$ cat src/verilog/sso_defs.svh
`ifndef SSO_DEFS_SVH
`define SSO_DEFS_SVH
// register byte offsets
`define SSO_REG_CTRL 12'h000
`define SSO_REG_RUN_SPD 12'h004
`define SSO_REG_MATCH_BAND 12'h008
`define SSO_REG_DONE_WIDTH 12'h00c
`define SSO_REG_TRQ_LIMIT 12'h010
`define SSO_REG_PIN_MAP 12'h014
`define SSO_REG_STATUS 12'h018
`define SSO_REG_IRQ_STAT 12'h01c
`define SSO_REG_IRQ_MASK 12'h020
`define SSO_REG_FAULT_CODE 12'h024
// control fields
`define SSO_CTRL_MODE_LSB 0
`define SSO_CTRL_MODE_MSB 1
// pin map fields, 2 bits per assignable pin
`define SSO_MAP_W 2
`define SSO_NUM_PINS 3
// reset values
`define SSO_RST_RUN_SPD 32'h0000_0014
`define SSO_RST_MATCH_BAND 32'h0000_000a
`define SSO_RST_DONE_WIDTH 32'h0000_000a
`define SSO_RST_TRQ_LIMIT 32'h0000_012c
`define SSO_RST_PIN_MAP 6'h24
`define SSO_NUM_EVT 6
`endif

$ cat src/verilog/sso_pkg.sv
package sso_pkg;
  // control mode of the drive
  typedef enum logic [1:0] {
    SSO_MODE_SPEED = 2'h0,
    SSO_MODE_POSITION = 2'h1,
    SSO_MODE_TORQUE = 2'h2
  } sso_mode_t;
  // status function that can be steered to an assignable pin
  typedef enum logic [1:0] {
    SSO_FN_RUNNING = 2'h0,
    SSO_FN_READY = 2'h1,
    SSO_FN_MATCH = 2'h2,
    SSO_FN_TORQUE = 2'h3
  } sso_func_t;
endpackage : sso_pkg

$ cat src/verilog/sso_cmp.sv
`timescale 1ns/1ns
`include "sso_defs.svh"
// magnitude compare helpers for the status flags
module sso_cmp import sso_pkg::*; #(
  parameter int W = 16
) (
  input wire logic [W-1:0] speed,
  input wire logic [W-1:0] speed_ref,
  input wire logic [W-1:0] pos_err,
  input wire logic [W-1:0] torque,
  input wire logic [W-1:0] spd_thr,
  input wire logic [W-1:0] band,
  input wire logic [W-1:0] width,
  input wire logic [W-1:0] trq_lim,
  output logic running,
  output logic matching,
  output logic done,
  output logic at_limit
);
  // speed, error and torque compared as magnitudes; match uses the signed speed difference, so direction counts there
  wire [W-1:0] spd_mag = speed[W-1] ? W'(-speed) : speed;
  wire [W-1:0] err_mag = pos_err[W-1] ? W'(-pos_err) : pos_err;
  wire [W-1:0] trq_mag = torque[W-1] ? W'(-torque) : torque;
  wire signed [W:0] diff = $signed({speed[W-1], speed}) - $signed({speed_ref[W-1], speed_ref});
  wire [W:0] diff_mag = diff[W] ? (W+1)'(-diff) : diff;
  assign running = spd_mag > spd_thr; // [RULE1]
  assign matching = diff_mag <= {1'b0, band}; // [RULE4]
  assign done = err_mag <= width; // [RULE5]
  assign at_limit = trq_mag >= trq_lim; // [RULE6]
endmodule : sso_cmp

$ cat src/verilog/sso_quad_gen.sv
`timescale 1ns/1ns
`include "sso_defs.svh"
// turns encoder position increments into A/B quadrature and a C zero pulse
module sso_quad_gen import sso_pkg::*; #(
  parameter int PPR = 2500
) (
  input wire logic pclk,
  input wire logic presetn,
  input wire logic step_valid,
  input wire logic step_dir,
  output logic phase_a,
  output logic phase_b,
  output logic phase_c
);
  localparam int CW = $clog2(PPR * 4);
  localparam logic [CW-1:0] LAST = CW'(PPR * 4 - 1);
  logic [CW-1:0] pos_r;
  logic [CW-1:0] pos_nxt;
  wire [1:0] q_gray;
  //////////////////////////////////////////////////////////////
  // position count wraps once per revolution
  assign pos_nxt = !step_valid ? pos_r :
                   step_dir ? ((pos_r == '0) ? LAST : pos_r - 1'b1) :
                   ((pos_r == LAST) ? '0 : pos_r + 1'b1);
  // gray code of low two bits gives one edge per step, never two at once
  assign q_gray = {pos_r[1] ^ 1'b0, pos_r[1] ^ pos_r[0]};
  always_ff @(posedge pclk or negedge presetn) begin
    if (!presetn) begin
      pos_r <= '0;
    end else begin
      pos_r <= pos_nxt;
    end
  end
  // outputs registered so the line drivers see clean edges
  always_ff @(posedge pclk or negedge presetn) begin
    if (!presetn) begin
      phase_a <= 1'b0;
      phase_b <= 1'b0;
      phase_c <= 1'b0;
    end else begin
      phase_a <= q_gray[1]; // [RULE3]
      phase_b <= q_gray[0]; // [RULE3]
      phase_c <= (pos_r == '0); // one zero pulse per revolution [RULE3]
    end
  end
endmodule : sso_quad_gen

$ cat src/verilog/sso_status_top.sv
`timescale 1ns/1ns
`include "sso_defs.svh"
// What this block does
// RULE1 - running flag high while speed magnitude exceeds detection threshold, else low
// RULE2 - ready flag only with control and main power and no alarm
// RULE3 - A/B quadrature from encoder steps plus one C pulse per revolution
// RULE4 - speed mode: match flag when speed within band of reference
// RULE5 - position mode: done flag when error pulses within completion width
// RULE6 - torque-limit flag while torque magnitude has reached limit
// RULE7 - pin map register picks function for each assignable output
// RULE8 - fault output high with no error, low on any fault
module sso_status_top import sso_pkg::*; #(
  parameter int W = 16,
  parameter int PPR = 2500
) (
  input wire logic pclk,
  input wire logic presetn,
  input wire logic psel,
  input wire logic penable,
  input wire logic pwrite,
  input wire logic [11:0] paddr,
  input wire logic [31:0] pwdata,
  output logic [31:0] prdata,
  output logic pready,
  output logic pslverr,
  input wire logic [W-1:0] motor_speed,
  input wire logic [W-1:0] speed_ref,
  input wire logic [W-1:0] pos_error,
  input wire logic [W-1:0] out_torque,
  input wire logic ctrl_power_ok,
  input wire logic main_power_ok,
  input wire logic [7:0] fault_code,
  input wire logic enc_step,
  input wire logic enc_dir,
  output logic running_detect_out,
  output logic servo_fault_out,
  output logic servo_ready_out,
  output logic speed_match_out,
  output logic position_done_out,
  output logic torque_limit_reached_out,
  output logic [2:0] assign_pin_out,
  output logic quad_phase_a_out,
  output logic quad_phase_b_out,
  output logic zero_point_pulse_out,
  output logic irq
);
  localparam int NE = `SSO_NUM_EVT;
  localparam int NP = `SSO_NUM_PINS;
  logic [1:0] mode_r;
  logic [W-1:0] run_thr_r;
  logic [W-1:0] band_r;
  logic [W-1:0] width_r;
  logic [W-1:0] tlim_r;
  logic [NP*`SSO_MAP_W-1:0] map_r;
  logic [NE-1:0] ist_r;
  logic [NE-1:0] imask_r;
  logic [NE-1:0] flags_q_r;
  logic [31:0] prdata_r;
  wire running;
  wire matching;
  wire done;
  wire at_limit;
  wire [NP-1:0] pin_nxt;
  //////////////////////////////////////////////////////////////
  // apb decode; pready is tied high, so every access ends in its first cycle
  wire acc = psel && penable;
  wire setup_ph = psel && !penable;
  wire wr = acc && pwrite;
  wire rd = acc && !pwrite;
  // read data loads in setup so it already stands at the completing edge
  wire rd_load = setup_ph && !pwrite;
  wire hit_ctrl = paddr == `SSO_REG_CTRL;
  wire hit_run = paddr == `SSO_REG_RUN_SPD;
  wire hit_band = paddr == `SSO_REG_MATCH_BAND;
  wire hit_width = paddr == `SSO_REG_DONE_WIDTH;
  wire hit_tlim = paddr == `SSO_REG_TRQ_LIMIT;
  wire hit_map = paddr == `SSO_REG_PIN_MAP;
  wire hit_stat = paddr == `SSO_REG_STATUS;
  wire hit_ist = paddr == `SSO_REG_IRQ_STAT;
  wire hit_imask = paddr == `SSO_REG_IRQ_MASK;
  wire hit_fc = paddr == `SSO_REG_FAULT_CODE;
  wire mapped = hit_ctrl | hit_run | hit_band | hit_width | hit_tlim | hit_map |
                hit_stat | hit_ist | hit_imask | hit_fc;
  // one write strobe per writable register
  wire wr_ctrl = wr && hit_ctrl;
  wire wr_run = wr && hit_run;
  wire wr_band = wr && hit_band;
  wire wr_width = wr && hit_width;
  wire wr_tlim = wr && hit_tlim;
  wire wr_map = wr && hit_map;
  wire wr_imask = wr && hit_imask;
  assign pready = 1'b1;
  assign pslverr = acc && !mapped; // unmapped addresses error, read zero
  assign prdata = prdata_r;
  //////////////////////////////////////////////////////////////
  // flag derivation
  sso_cmp #(.W(W)) u_cmp (
    .speed(motor_speed),
    .speed_ref(speed_ref),
    .pos_err(pos_error),
    .torque(out_torque),
    .spd_thr(run_thr_r),
    .band(band_r),
    .width(width_r),
    .trq_lim(tlim_r),
    .running(running),
    .matching(matching),
    .done(done),
    .at_limit(at_limit)
  );
  wire is_speed = mode_r == SSO_MODE_SPEED;
  wire is_pos = mode_r == SSO_MODE_POSITION;
  wire fault = |fault_code;
  wire ready = ctrl_power_ok && main_power_ok && !fault; // [RULE2]
  wire match_q = is_speed && matching; // [RULE4]
  wire done_q = is_pos && done; // [RULE5]
  // shared pin carries match in speed mode, done in position mode
  wire shared_fn = is_speed ? match_q : done_q;
  wire [3:0] fn_vec = {at_limit, shared_fn, ready, running};
  wire [NE-1:0] flags = {fault, at_limit, done_q, match_q, ready, running};
  wire [NE-1:0] ev = flags & ~flags_q_r; // rising edges are events
  //////////////////////////////////////////////////////////////
  // control mode; a mode change retargets the shared pin at once
  always_ff @(posedge pclk or negedge presetn) begin
    if (!presetn) begin
      mode_r <= SSO_MODE_SPEED;
    end else if (wr_ctrl) begin
      mode_r <= pwdata[`SSO_CTRL_MODE_MSB:`SSO_CTRL_MODE_LSB];
    end
  end
  // running detection threshold
  always_ff @(posedge pclk or negedge presetn) begin
    if (!presetn) begin
      run_thr_r <= W'(`SSO_RST_RUN_SPD);
    end else if (wr_run) begin
      run_thr_r <= pwdata[W-1:0];
    end
  end
  // speed match tolerance band
  always_ff @(posedge pclk or negedge presetn) begin
    if (!presetn) begin
      band_r <= W'(`SSO_RST_MATCH_BAND);
    end else if (wr_band) begin
      band_r <= pwdata[W-1:0];
    end
  end
  // positioning completion width
  always_ff @(posedge pclk or negedge presetn) begin
    if (!presetn) begin
      width_r <= W'(`SSO_RST_DONE_WIDTH);
    end else if (wr_width) begin
      width_r <= pwdata[W-1:0];
    end
  end
  // torque limit level
  always_ff @(posedge pclk or negedge presetn) begin
    if (!presetn) begin
      tlim_r <= W'(`SSO_RST_TRQ_LIMIT);
    end else if (wr_tlim) begin
      tlim_r <= pwdata[W-1:0];
    end
  end
  // pin steering map
  always_ff @(posedge pclk or negedge presetn) begin
    if (!presetn) begin
      map_r <= `SSO_RST_PIN_MAP;
    end else if (wr_map) begin
      map_r <= pwdata[NP*`SSO_MAP_W-1:0]; // [RULE7]
    end
  end
  // interrupt mask, same layout as the status bits
  always_ff @(posedge pclk or negedge presetn) begin
    if (!presetn) begin
      imask_r <= '0;
    end else if (wr_imask) begin
      imask_r <= pwdata[NE-1:0];
    end
  end
  //////////////////////////////////////////////////////////////
  // sticky events; a read clears only what it reported in setup,
  // so an event landing between setup and access is not lost
  wire ist_rd = rd && hit_ist;
  wire [NE-1:0] ist_clr = ist_rd ? prdata_r[NE-1:0] : '0;
  wire [NE-1:0] ist_nxt = (ist_r & ~ist_clr) | ev; // set wins over clear
  // event status register
  always_ff @(posedge pclk or negedge presetn) begin
    if (!presetn) begin
      ist_r <= '0;
    end else begin
      ist_r <= ist_nxt;
    end
  end
  // last flags, for edge detection
  always_ff @(posedge pclk or negedge presetn) begin
    if (!presetn) begin
      flags_q_r <= '0;
    end else begin
      flags_q_r <= flags;
    end
  end
  // read mux
  wire [31:0] rdmux =
    hit_ctrl ? 32'(mode_r) :
    hit_run ? 32'(run_thr_r) :
    hit_band ? 32'(band_r) :
    hit_width ? 32'(width_r) :
    hit_tlim ? 32'(tlim_r) :
    hit_map ? 32'(map_r) :
    hit_stat ? 32'(flags) :
    hit_ist ? 32'(ist_r) :
    hit_imask ? 32'(imask_r) :
    hit_fc ? 32'(fault_code) : '0;
  // read data register; holds between reads
  always_ff @(posedge pclk or negedge presetn) begin
    if (!presetn) begin
      prdata_r <= '0;
    end else if (rd_load) begin
      prdata_r <= rdmux;
    end
  end
  //////////////////////////////////////////////////////////////
  // each assignable pin picks one function through its map field
  genvar gi;
  generate
    for (gi = 0; gi < NP; gi++) begin : g_pin
      wire [`SSO_MAP_W-1:0] sel = map_r[gi*`SSO_MAP_W +: `SSO_MAP_W];
      assign pin_nxt[gi] = fn_vec[sel]; // [RULE7]
    end
  endgenerate
  // assignable pins, registered like the fixed ones
  always_ff @(posedge pclk or negedge presetn) begin
    if (!presetn) begin
      assign_pin_out <= '0;
    end else begin
      assign_pin_out <= pin_nxt; // [RULE7]
    end
  end
  //////////////////////////////////////////////////////////////
  // running detect
  always_ff @(posedge pclk or negedge presetn) begin
    if (!presetn) begin
      running_detect_out <= 1'b0;
    end else begin
      running_detect_out <= running; // [RULE1]
    end
  end
  // fault output; low in reset, so a host sees no healthy drive early
  always_ff @(posedge pclk or negedge presetn) begin
    if (!presetn) begin
      servo_fault_out <= 1'b0;
    end else begin
      servo_fault_out <= !fault; // on while healthy [RULE8]
    end
  end
  // servo ready
  always_ff @(posedge pclk or negedge presetn) begin
    if (!presetn) begin
      servo_ready_out <= 1'b0;
    end else begin
      servo_ready_out <= ready; // [RULE2]
    end
  end
  // speed match
  always_ff @(posedge pclk or negedge presetn) begin
    if (!presetn) begin
      speed_match_out <= 1'b0;
    end else begin
      speed_match_out <= match_q; // [RULE4]
    end
  end
  // positioning done
  always_ff @(posedge pclk or negedge presetn) begin
    if (!presetn) begin
      position_done_out <= 1'b0;
    end else begin
      position_done_out <= done_q; // [RULE5]
    end
  end
  // torque limit reached
  always_ff @(posedge pclk or negedge presetn) begin
    if (!presetn) begin
      torque_limit_reached_out <= 1'b0;
    end else begin
      torque_limit_reached_out <= at_limit; // [RULE6]
    end
  end
  // interrupt level; uses next status so it rises with the event
  always_ff @(posedge pclk or negedge presetn) begin
    if (!presetn) begin
      irq <= 1'b0;
    end else begin
      irq <= |(ist_nxt & imask_r);
    end
  end
  //////////////////////////////////////////////////////////////
  // encoder pulse outputs
  sso_quad_gen #(.PPR(PPR)) u_quad (
    .pclk(pclk),
    .presetn(presetn),
    .step_valid(enc_step),
    .step_dir(enc_dir),
    .phase_a(quad_phase_a_out),
    .phase_b(quad_phase_b_out),
    .phase_c(zero_point_pulse_out)
  );
endmodule : sso_status_top
$ cat config.mk
export PLATFORM = sky130hd
export DESIGN_NAME = sso_status_top
export DESIGN_NICKNAME = d
export VERILOG_FILES = /design/src/verilog/sso_pkg.sv /design/src/verilog/sso_cmp.sv /design/src/verilog/sso_quad_gen.sv /design/src/verilog/sso_status_top.sv
export VERILOG_INCLUDE_DIRS = /design/src /design/src/verilog
export SDC_FILE = /design/constraint.sdc
export NUM_CORES = 1
export LEC_CHECK = 0
export ABC_CLOCK_PERIOD_IN_PS = 3100
export BUFFER_PORTS_ARGS = -buffer_cell sky130_fd_sc_hd__buf_2
export CAP_MARGIN = 0
export CORE_AREA = 2 2 206 208
export DETAILED_ROUTE_END_ITERATION = 7
export DIE_AREA = 0 0 208 210
export PLACE_DENSITY_LB_ADDON = 0.2
export RECOVER_POWER = 100
export SKIP_CTS_REPAIR_TIMING = 1
export SLEW_MARGIN = 20
export SYNTH_ARGS = -nofsm -noshare
export SYNTH_HDL_FRONTEND = slang
export SYNTH_SLANG_ARGS = --single-unit
export TNS_END_PERCENT = 5
$ cat constraint.sdc
create_clock -name pclk -period 3.1 [get_ports pclk]
set_input_delay 0.31 -clock pclk [delete_from_list [all_inputs] [get_ports pclk]]
set_output_delay 0.31 -clock pclk [all_outputs]
set_load 0.01 [all_outputs]
-- Yosys cells after proc, flatten, opt, wreduce, memory -nomap -nowiden
Cells that the tools add are included.
- input port bits: 125
- output and inout bits: 47
- register bits: 149
- word-level logic and storage cells: 115
- add/subtract/negate cells: 7
- eq/ne operators: 11
- magnitude comparators: 7
- reduce and logical (&&, ||, !) cells: 27
- bitwise gates (word level): 16
- multiplexer cells: 25
- operators with widths (operator ; number):
    two-way mux 16 bit ; 8
    equality test 12 x 5 -> 1 bit, second input constant ; 4
    negation 16 bit ; 3
    two-way mux 14 bit ; 3
    two-way mux 8 bit ; 5
    equality test 12 x 4 -> 1 bit, second input constant ; 2
    equality test 12 x 6 -> 1 bit, second input constant ; 2
    bitwise AND 6 bit ; 3
    logical AND 1 bit ; 18
    less-or-equal comparator 17 x 16 -> 1 bit ; 1
    two-way mux 17 bit ; 1
    negation 17 bit ; 1
    subtractor 16 x 16 -> 17 bit ; 1
    greater-or-equal comparator 16 bit ; 1
    > comparator 16 bit ; 1
    less-or-equal comparator 16 bit ; 1
    adder 14 x 1 -> 14 bit, second input constant ; 1
    equality test 14 bit, second input constant ; 1
    zero test 14 bit ; 1
    subtractor 14 x 1 -> 14 bit, second input constant ; 1
    equality test 12 x 3 -> 1 bit, second input constant ; 1
    zero test 12 bit ; 1
    NOT 6 bit ; 2
    less-than comparator 2 x 3 -> 1 bit, second input constant ; 3
    11 further kinds ; 27

-- Depth between registers and ports, before layout
Gate-level depths: netlist (run 1).
- depth after elaboration: 12
- mapped depth: 20
- mapped depth without buffers: 20

-- By module
From an unflattened synthesis (run 1), not the netlist that was laid out.
- cells, all modules: 1190
- area, all modules: 10674.0 um^2
- modules (own cells, without submodules) (module ; instances ; cells each ; area an instance (um^2) ; sequential area each (um^2)):
    sso_status_top ; 1 ; 506 ; 5661.7 ; 2792.7
    sso_cmp ; 1 ; 525 ; 3719.8 ; 0.0
    sso_quad_gen ; 1 ; 159 ; 1292.5 ; 425.4

-- Least setup slack after synthesis (run 1)
No wires, ideal clock.
- path type: input -> register
- start: input port motor_speed[0]
- end: register assign_pin_out[1]
- library setup time: 0.082 ns
- path buffers: 0
- setup slack: -1.147 ns
- required time: 3.018 ns
- stages on the path: 19
- arrival: 4.166 ns
- path through: inv_1 > ha_1 > fa_1 > nand2b_1 > a211oi_1 > o21a_1 > xor2_1 > and4b_1 > a31oi_1 > xor2_1 > ha_1 > a21o_1 > a21o_1 > a21o_1 > a21oi_1 > nor2b_1 > o32a_1 > a31o_2 > a31oi_1
- cells in the longest elaborated chain, start to end: 8
- elaborated cells between the ends (all ways): 11
- those cells by class: add/sub: 3; order compare: 2; mux: 5; reduce/logical: 1
- ends and longest elaborated chain (item ; RTL line ; source):
    from (decl) ; sso_status_top.sv:26 ; input wire logic [W-1:0] motor_speed,
    subtractor 16 x 16 -> 17 bit ; sso_cmp.sv:24 ; wire signed [W:0] diff = $signed({speed[W-1], speed}) - $signed({speed_ref[W-1], speed_ref});
    negation 17 bit ; sso_cmp.sv:25 ; wire [W:0] diff_mag = diff[W] ? (W+1)'(-diff) : diff;
    two-way mux 17 bit ; sso_cmp.sv:25 ;
    less-or-equal comparator 17 x 16 -> 1 bit ; sso_cmp.sv:27 ; assign matching = diff_mag <= {1'b0, band};
    logical AND 1 bit ; sso_status_top.sv:115 ; wire match_q = is_speed && matching;
    two-way mux 1 bit ; sso_status_top.sv:118 ; wire shared_fn = is_speed ? match_q : done_q;
    binary-select mux 1 bit (select 2 bit) * ; sso_status_top.sv:227 ; assign pin_nxt[gi] = fn_vec[sel];
    two-way mux 1 bit (not written as such) * ; sso_status_top.sv:227 ;
    net pin_nxt[1] ; sso_status_top.sv:63 ; wire [NP-1:0] pin_nxt;
    to (signal assigned) ; sso_status_top.sv:235 ; assign_pin_out <= pin_nxt;
    to (decl) ; sso_status_top.sv:41 ; output logic [2:0] assign_pin_out,
The timed path passes the listed nets; every way through them passes the cells marked *. The select of a mux whose other input is x is not followed.
A chain may end at the register's enable or synchronous reset.

-- Worst setup path after layout (run 1)
- start: input port speed_ref[0]
- end: register assign_pin_out[1]
- cells in the longest elaborated chain, start to end: 8
- ends and longest elaborated chain (item ; RTL line ; source):
    from (decl) ; sso_status_top.sv:27 ; input wire logic [W-1:0] speed_ref,
    subtractor 16 x 16 -> 17 bit * ; sso_cmp.sv:24 ;
    negation 17 bit ; sso_cmp.sv:25 ;
    two-way mux 17 bit * ; sso_cmp.sv:25 ;
    less-or-equal comparator 17 x 16 -> 1 bit * ; sso_cmp.sv:27 ;
    logical AND 1 bit * ; sso_status_top.sv:115 ;
    two-way mux 1 bit * ; sso_status_top.sv:118 ;
    binary-select mux 1 bit (select 2 bit) * ; sso_status_top.sv:227 ;
    two-way mux 1 bit (not written as such) * ; sso_status_top.sv:227 ;
    net pin_nxt[1] ; sso_status_top.sv:63 ;
Marks and branches as above.

==> results.ini, run 1 <==
[worst_setup_path]
crit_end = assign_pin_out[1]
cp-start-kind = primary input
cp_max_fo = 6
worst_ep_required_time_ns = 3.45
reg2reg_to = u_quad.pos_r[11]
cp-end-kind = flop
ff2ff_path_depth = 10
cp.arrival_ns = 4.07
reg2reg_slack_ns = 0.03
crit_path_start = speed_ref[0]
r2r_start = u_quad.pos_r[1]
critPathKind = primary input to flop

[yosys]
synthMuxAreaShare_pct = 3.693
synth_area_um2 = 10230
yosysMostFrequentCell = nand2_1
synth_fa_ha_area_share_pct = 10.71
ys_seq_elements = 128
synthSimpleGateAreaFrac_pct = 18.21
synth_edf_count = 0
yosys.area_share.xor_xnor_pct = 5.308
synth_cells = 1218
async_flop_share_pct = 100.0
yosys.area.top_type = dfrtp_1
ys_seq_area_share_pct = 31.45
synth_compound_area_share_pct = 23.27
yosys.area.top_type_share_pct = 28.37
synth_top_family_by_area = compound AO/OA/AOI/OAI gates
ys_top_cells_by_count = nand2_1, dfrtp_1, o21ai_0
synth.avg_cell_area_um2 = 8.400
ys_types = 86
synth.area.top_cells = dfrtp_1, ha_1, nand2_1
yosys_warnings = 0
synth_ff_type = dfrtp_1

[layout]
final_util_pct = 32.39
fin_nets = 1724
area_delta_synth_final_pct = 31.30
drive_gt1_share_pct = 26.95
diodes = 0

[grt]
track_usage_pct = 16.27
antenna_found_initial = 3
grt_pass1_wl_um = 55880
grt-ovfl-total = 0
grt_pass1_vias = 9941
grt_max_degree = 68

[routing]
route.vias.total = 10014
vias_per_cell = 4.852
first_iter_violations = 629
wirelength_um = 35870
drt-wirelength-per-cell_um = 17.38
ant_nets = 0
drc = 0
dr.pass1.iters = 7

[sta]
finClkSkew_ns = 0.01066
whs_ns = 0.1579
setup_ws_ns = -0.6260
slew_headroom_pct = -11.30
rsz0062_at_grt = true
min_period_ns = 3.726
hold_viol = 0
worst_slew_pin_slew_ns = 1.669
max_freq_mhz = 268.4
setup_viol = 10
fin_crit_sh_pct = 120.2
maxSlewViolCount = 63

[power]
power.share.clock_pct = 36.5
power.density_nw_per_um2 = 399.1
p_leak_nw = 6.302
internal-power_w = 0.003590
p_total_w = 0.005361
seqPwrFrac_pct = 34.9
sw_frac_of_total_pct = 33.03
pwr-share-comb_pct = 28.6
p_switching_w = 0.001771
peakVddDrop_v = 0.0003702

[placement]
routabilityCongestion = 0.8559
io_buffer_count = 138
dpl.hpwl_um = 28960
dp_slack_ns = -1.208

[clock_network]
root_buffer = clkbuf_16
cts_max_level = 4
cts_sinks = 128
cts_buffer_depth = 2
cts_tree = done
cts_buffers = 17
clk_latency_ns = 0.42
clkSlewWorstSetupHoldPaths_ns = 0.06

[die]
core_um2 = 41480
fp.dieW_um = 208
die_h_um = 210
placementRows = 75
start_util_pct = 24.67
io-pin-count = 172
design.die.area_um2 = 43680

[flow_run]
cap_violations = 1

[run_status]
violations = capacitance limit, slew limit, setup timing
run_status = finished, violations left

[min_path]
hold_class = primary input to flop

[critical path, cell delays in order]
cell and delay [ns]:
buf_2 0.12, ha_4 0.16, fa_2 0.36, nand2b_4 0.16, a211oi_4 0.30, o21a_1 0.24, xor2_2 0.15, and4b_2 0.27
a31oi_1 0.20, xor2_1 0.16, ha_1 0.25, a21o_1 0.16, a21o_1 0.15, a21o_1 0.16, a21oi_2 0.11, nor2b_1 0.05
o32a_1 0.29, a31o_4 0.27, a31oi_4 0.18
[cells in the final DEF, fill, tap and decap left out, types with 49 or more instances in the layout]
master,netlist,final
inv_1,108,106
a21oi_1,57,53
o21ai_0,114,106
ha_1,86,85
nor2_1,48,49
dfrtp_1,116,116
nand2_1,157,157
buf_4,17,164
buf_2,10,107
[flip-flops by register name, summed over array words and instances, names as in the netlist, 2 cells and up]
signal and count:
band_r 16, prdata 16, run_thr_r 16, tlim_r 16, width_r 16, u_quad.pos_r 14
flags_q_r 6, imask_r 6, ist_r 6, map_r 6, assign_pin_out 3, mode_r 2
[cells by family after synthesis]
family,count (synthesis)
AO/OA/AOI/OAI,366
XOR/XNOR,62
adder cells (fa/ha/maj),87
buffers and inverters,173
flip-flops,128
multiplexers,34
other,2
AND/OR/NAND/NOR,366
[stage by stage]
| stage | area [µm²] | TNS, ns | instances |
|---|---|---|---|
| floorplan | 10350 | -6.377 | 1233 |
| global placement | 12790 | -13.47 | 2029 |
| detailed placement | 12790 | -14.13 | 2029 |
| CTS | 13350 | -7.479 | 2061 |
| global route | 13430 | -11.20 | 2064 |
| finish | 13430 | -4.309 | 2064 |
[per-layer routing]
metal	wire [µm]	GRT usage [%]	vias to the layer above	part of all wire, %
met4	409	3.106	6	1.1
met3	1665	3.099	29	4.6
met1	16530	21.61	4790	46
li1	-	-	4973	-
met2	17220	27.67	216	48
met5	38	0	-	0.11
[cell type report]
cell class	instances	area [µm²]
clock buffers	18	429.2
inverters	109	421.7
repair buffers	324	2008
clock inverters	14	130.1
well taps	539	674.4
flip-flops and latches	128	3218
multi-input cells	932	6551
fillers	4485	28040
[worst min path at each step]
stage	startpoint	end	slack [ns]	cells past startpoint
after floorplan	presetn	assign_pin_out[0]	0.01	0
after global placement	presetn	ist_r[5]	0.35	1
after global routing	pwdata[14]	band_r[14]	0.17	3
after CTS	presetn	servo_fault_out	-0.11	1
after detailed placement	presetn	servo_fault_out	0.34	1
final	pwdata[8]	tlim_r[8]	0.16	3
[power groups by stage]
stage	sequential, W	combinational (W)	clock, W
floorplan	0.00188	0.000868	0
global placement	0.00191	0.00149	0
detailed placement	0.00191	0.00151	0
CTS	0.00188	0.00152	0.00199
global route	0.00189	0.00171	0.00207
finish	0.00187	0.00153	0.00195
(Power assumes the default switching activity.)
==> run 2: changes to the inputs <==
--- a/config.mk
+++ b/config.mk
@@ -12,8 +12,8 @@
 export CORE_AREA = 2 2 206 208
 export DETAILED_ROUTE_END_ITERATION = 7
 export DIE_AREA = 0 0 208 210
-export PLACE_DENSITY_LB_ADDON = 0.2
 export RECOVER_POWER = 100
+export REMOVE_ABC_BUFFERS = 1
 export SKIP_CTS_REPAIR_TIMING = 1
 export SLEW_MARGIN = 20
 export SYNTH_ARGS = -nofsm -noshare
==> results.ini, run 2 (synthesis gave the netlist of run 1 again) <==
[run_status]
run_status = finished, violations left
violations = capacitance limit, slew limit, setup timing

[placement]
io_buffer_count = 138
dpl.hpwl_um = 27980
routabilityCongestion = 0.9256

[power]
power.share.clock_pct = 37.6
seqPwrFrac_pct = 35.1
p_leak_nw = 6.327
sw_frac_of_total_pct = 33.46
internal-power_w = 0.003603
power.density_nw_per_um2 = 402.4
pwr-share-comb_pct = 27.2
peakVddDrop_v = 0.0003276
p_switching_w = 0.001812

[die]
fp.dieW_um = 208
io-pin-count = 172
die_h_um = 210
placementRows = 75
core_um2 = 41480
start_util_pct = 24.67
design.die.area_um2 = 43680

[worst_setup_path]
cp_max_fo = 6
cp-end-kind = flop
cp.arrival_ns = 4.07
worst_ep_required_time_ns = 3.45
critPathKind = primary input to flop
crit_chain = buf_8, inv_4, ha_4, fa_2, nand2b_4, a211oi_2, buf_4, o21a_1, xor2_2, and4b_1, buf_4, and2_4, a21o_1, xnor2_1, ha_1, and4_1, nand3_2, o32a_1, o32a_1, a31o_4, a31oi_1
critical-path-slowest-cell = fa_2
crit_family = compound AO/OA/AOI/OAI gates
cp-start-kind = primary input
max_stage_delay_ns = 0.35
path_buf_inv = 4

[sta]
max_freq_mhz = 268.8
finClkSkew_ns = 0.009485
rsz0062_at_grt = true
setup_ws_ns = -0.6203
worst_slew_pin_slew_ns = 2.881
hold_viol = 0
maxSlewViolCount = 113
setup_tns_ns = -4.962
setup_viol = 17
whs_ns = 0.1339
min_period_ns = 3.720
fin_crit_sh_pct = 120.0
slew_headroom_pct = -92.05

[grt]
grt_pass1_wl_um = 54470
grt-ovfl-total = 0
grt_use_met2_pct = 27.37
track_usage_pct = 15.77
grt_max_degree = 113
gr-usage-met1_pct = 19.46
use_met3_pct = 3.799
antenna_found_initial = 11
grt-busiest-layer = met2
grt_pass1_vias = 10118

[layout]
layout_common_cells = buf_4, nand2_1, dfrtp_1, o21ai_0, inv_1
area_delta_synth_final_pct = 31.53
fin_nets = 1725
drive_gt1_share_pct = 27.33
fillers = 4373
layout_commonest_cell = buf_4

[clock_network]
cts_buffers = 17
cts_buffer_depth = 2
cts_sinks = 128
clk_latency_ns = 0.43
root_buffer = clkbuf_16
clkSlewWorstSetupHoldPaths_ns = 0.07
cts_max_level = 4
cts_tree = done

[routing]
route.vias.total = 10230
drc = 0
dr.pass1.iters = 7
drt-wirelength-per-cell_um = 16.99
wirelength_um = 35180
vias_per_cell = 4.940
first_iter_violations = 833
ant_nets = 0

[flow_run]
cap_violations = 1

[min_path]
hold_class = primary input to flop

run 2: final cells by class:
class / instances / area [µm²] / share of cell area (%)
multi-input combinational: 932 / 6536 / 48.57
sequential: 128 / 3218 / 23.91
timing repair buffer: 325 / 2009 / 14.93
tap: 539 / 674.4 / 5.012
clock buffer: 17 / 425.4 / 3.161
inverter: 109 / 411.6 / 3.059
clock inverter: 15 / 166.4 / 1.237
antenna: 6 / 15.01 / 0.1116
run 2: power by group through the flow:
stage / Sequential [W] / Combinational [W] / Clock (W)
final: 0.00190 / 0.00148 / 0.00204
after global routing: 0.00192 / 0.00164 / 0.00215
after CTS: 0.00190 / 0.00141 / 0.00207
after detailed placement: 0.00193 / 0.00140 / 0
after global placement: 0.00192 / 0.00137 / 0
after floorplan: 0.00191 / 0.000754 / 0
run 2: worst reg2reg max path, delay by kind of cell (launching register included):
kind / cells / cell delay [ns]
flops: 1 / 0.38
fa+ha+maj: 1 / 0.17
buf+inv: 1 / 0.09
simple gates: 6 / 2.13
compound gates: 2 / 0.22
run 2: path summary, 6_finish.rpt:
path	startpoint	to	slack, ns	cells past startpoint
worst max-delay path	motor_speed[0]	assign_pin_out[0]	-0.62	21
worst min-delay path	pwdata[7]	run_thr_r[7]	0.13	3
worst max register to register	u_quad.pos_r[0]	u_quad.pos_r[7]	-0.01	10
worst min register to register	flags_q_r[5]	ist_r[5]	0.47	1
max in group asynchronous	presetn	run_thr_r[3]	0.62	1
min in group asynchronous	presetn	width_r[15]	0.77	1
run 2: per-layer routing:
metal  vias up  part of all wire (%)
met5         -                  0.22
met4        12                   1.7
met3        44                   6.3
met2       269                    50
met1      4934                    42
li1       4971                     -
run 2: through the flow:
| step | worst slack, ns | util (%) | instances | area [µm²] | total power [W] |
|---|---|---|---|---|---|
| 6_report | -0.6203 | 32.44 | 2071 | 13460 | 0.005415 |
| 5_1_grt | -0.7641 | 32.43 | 2069 | 13450 | 0.005709 |
| 4_1_cts | -0.9484 | 32.05 | 2061 | 13300 | 0.005383 |
| 3_5_place_dp | -1.388 | 30.63 | 2029 | 12700 | 0.003333 |
| 3_3_place_gp | -1.290 | 30.63 | 2029 | 12700 | 0.003296 |
| 2_1_floorplan | -1.147 | - | 1169 | 9952 | 0.002664 |
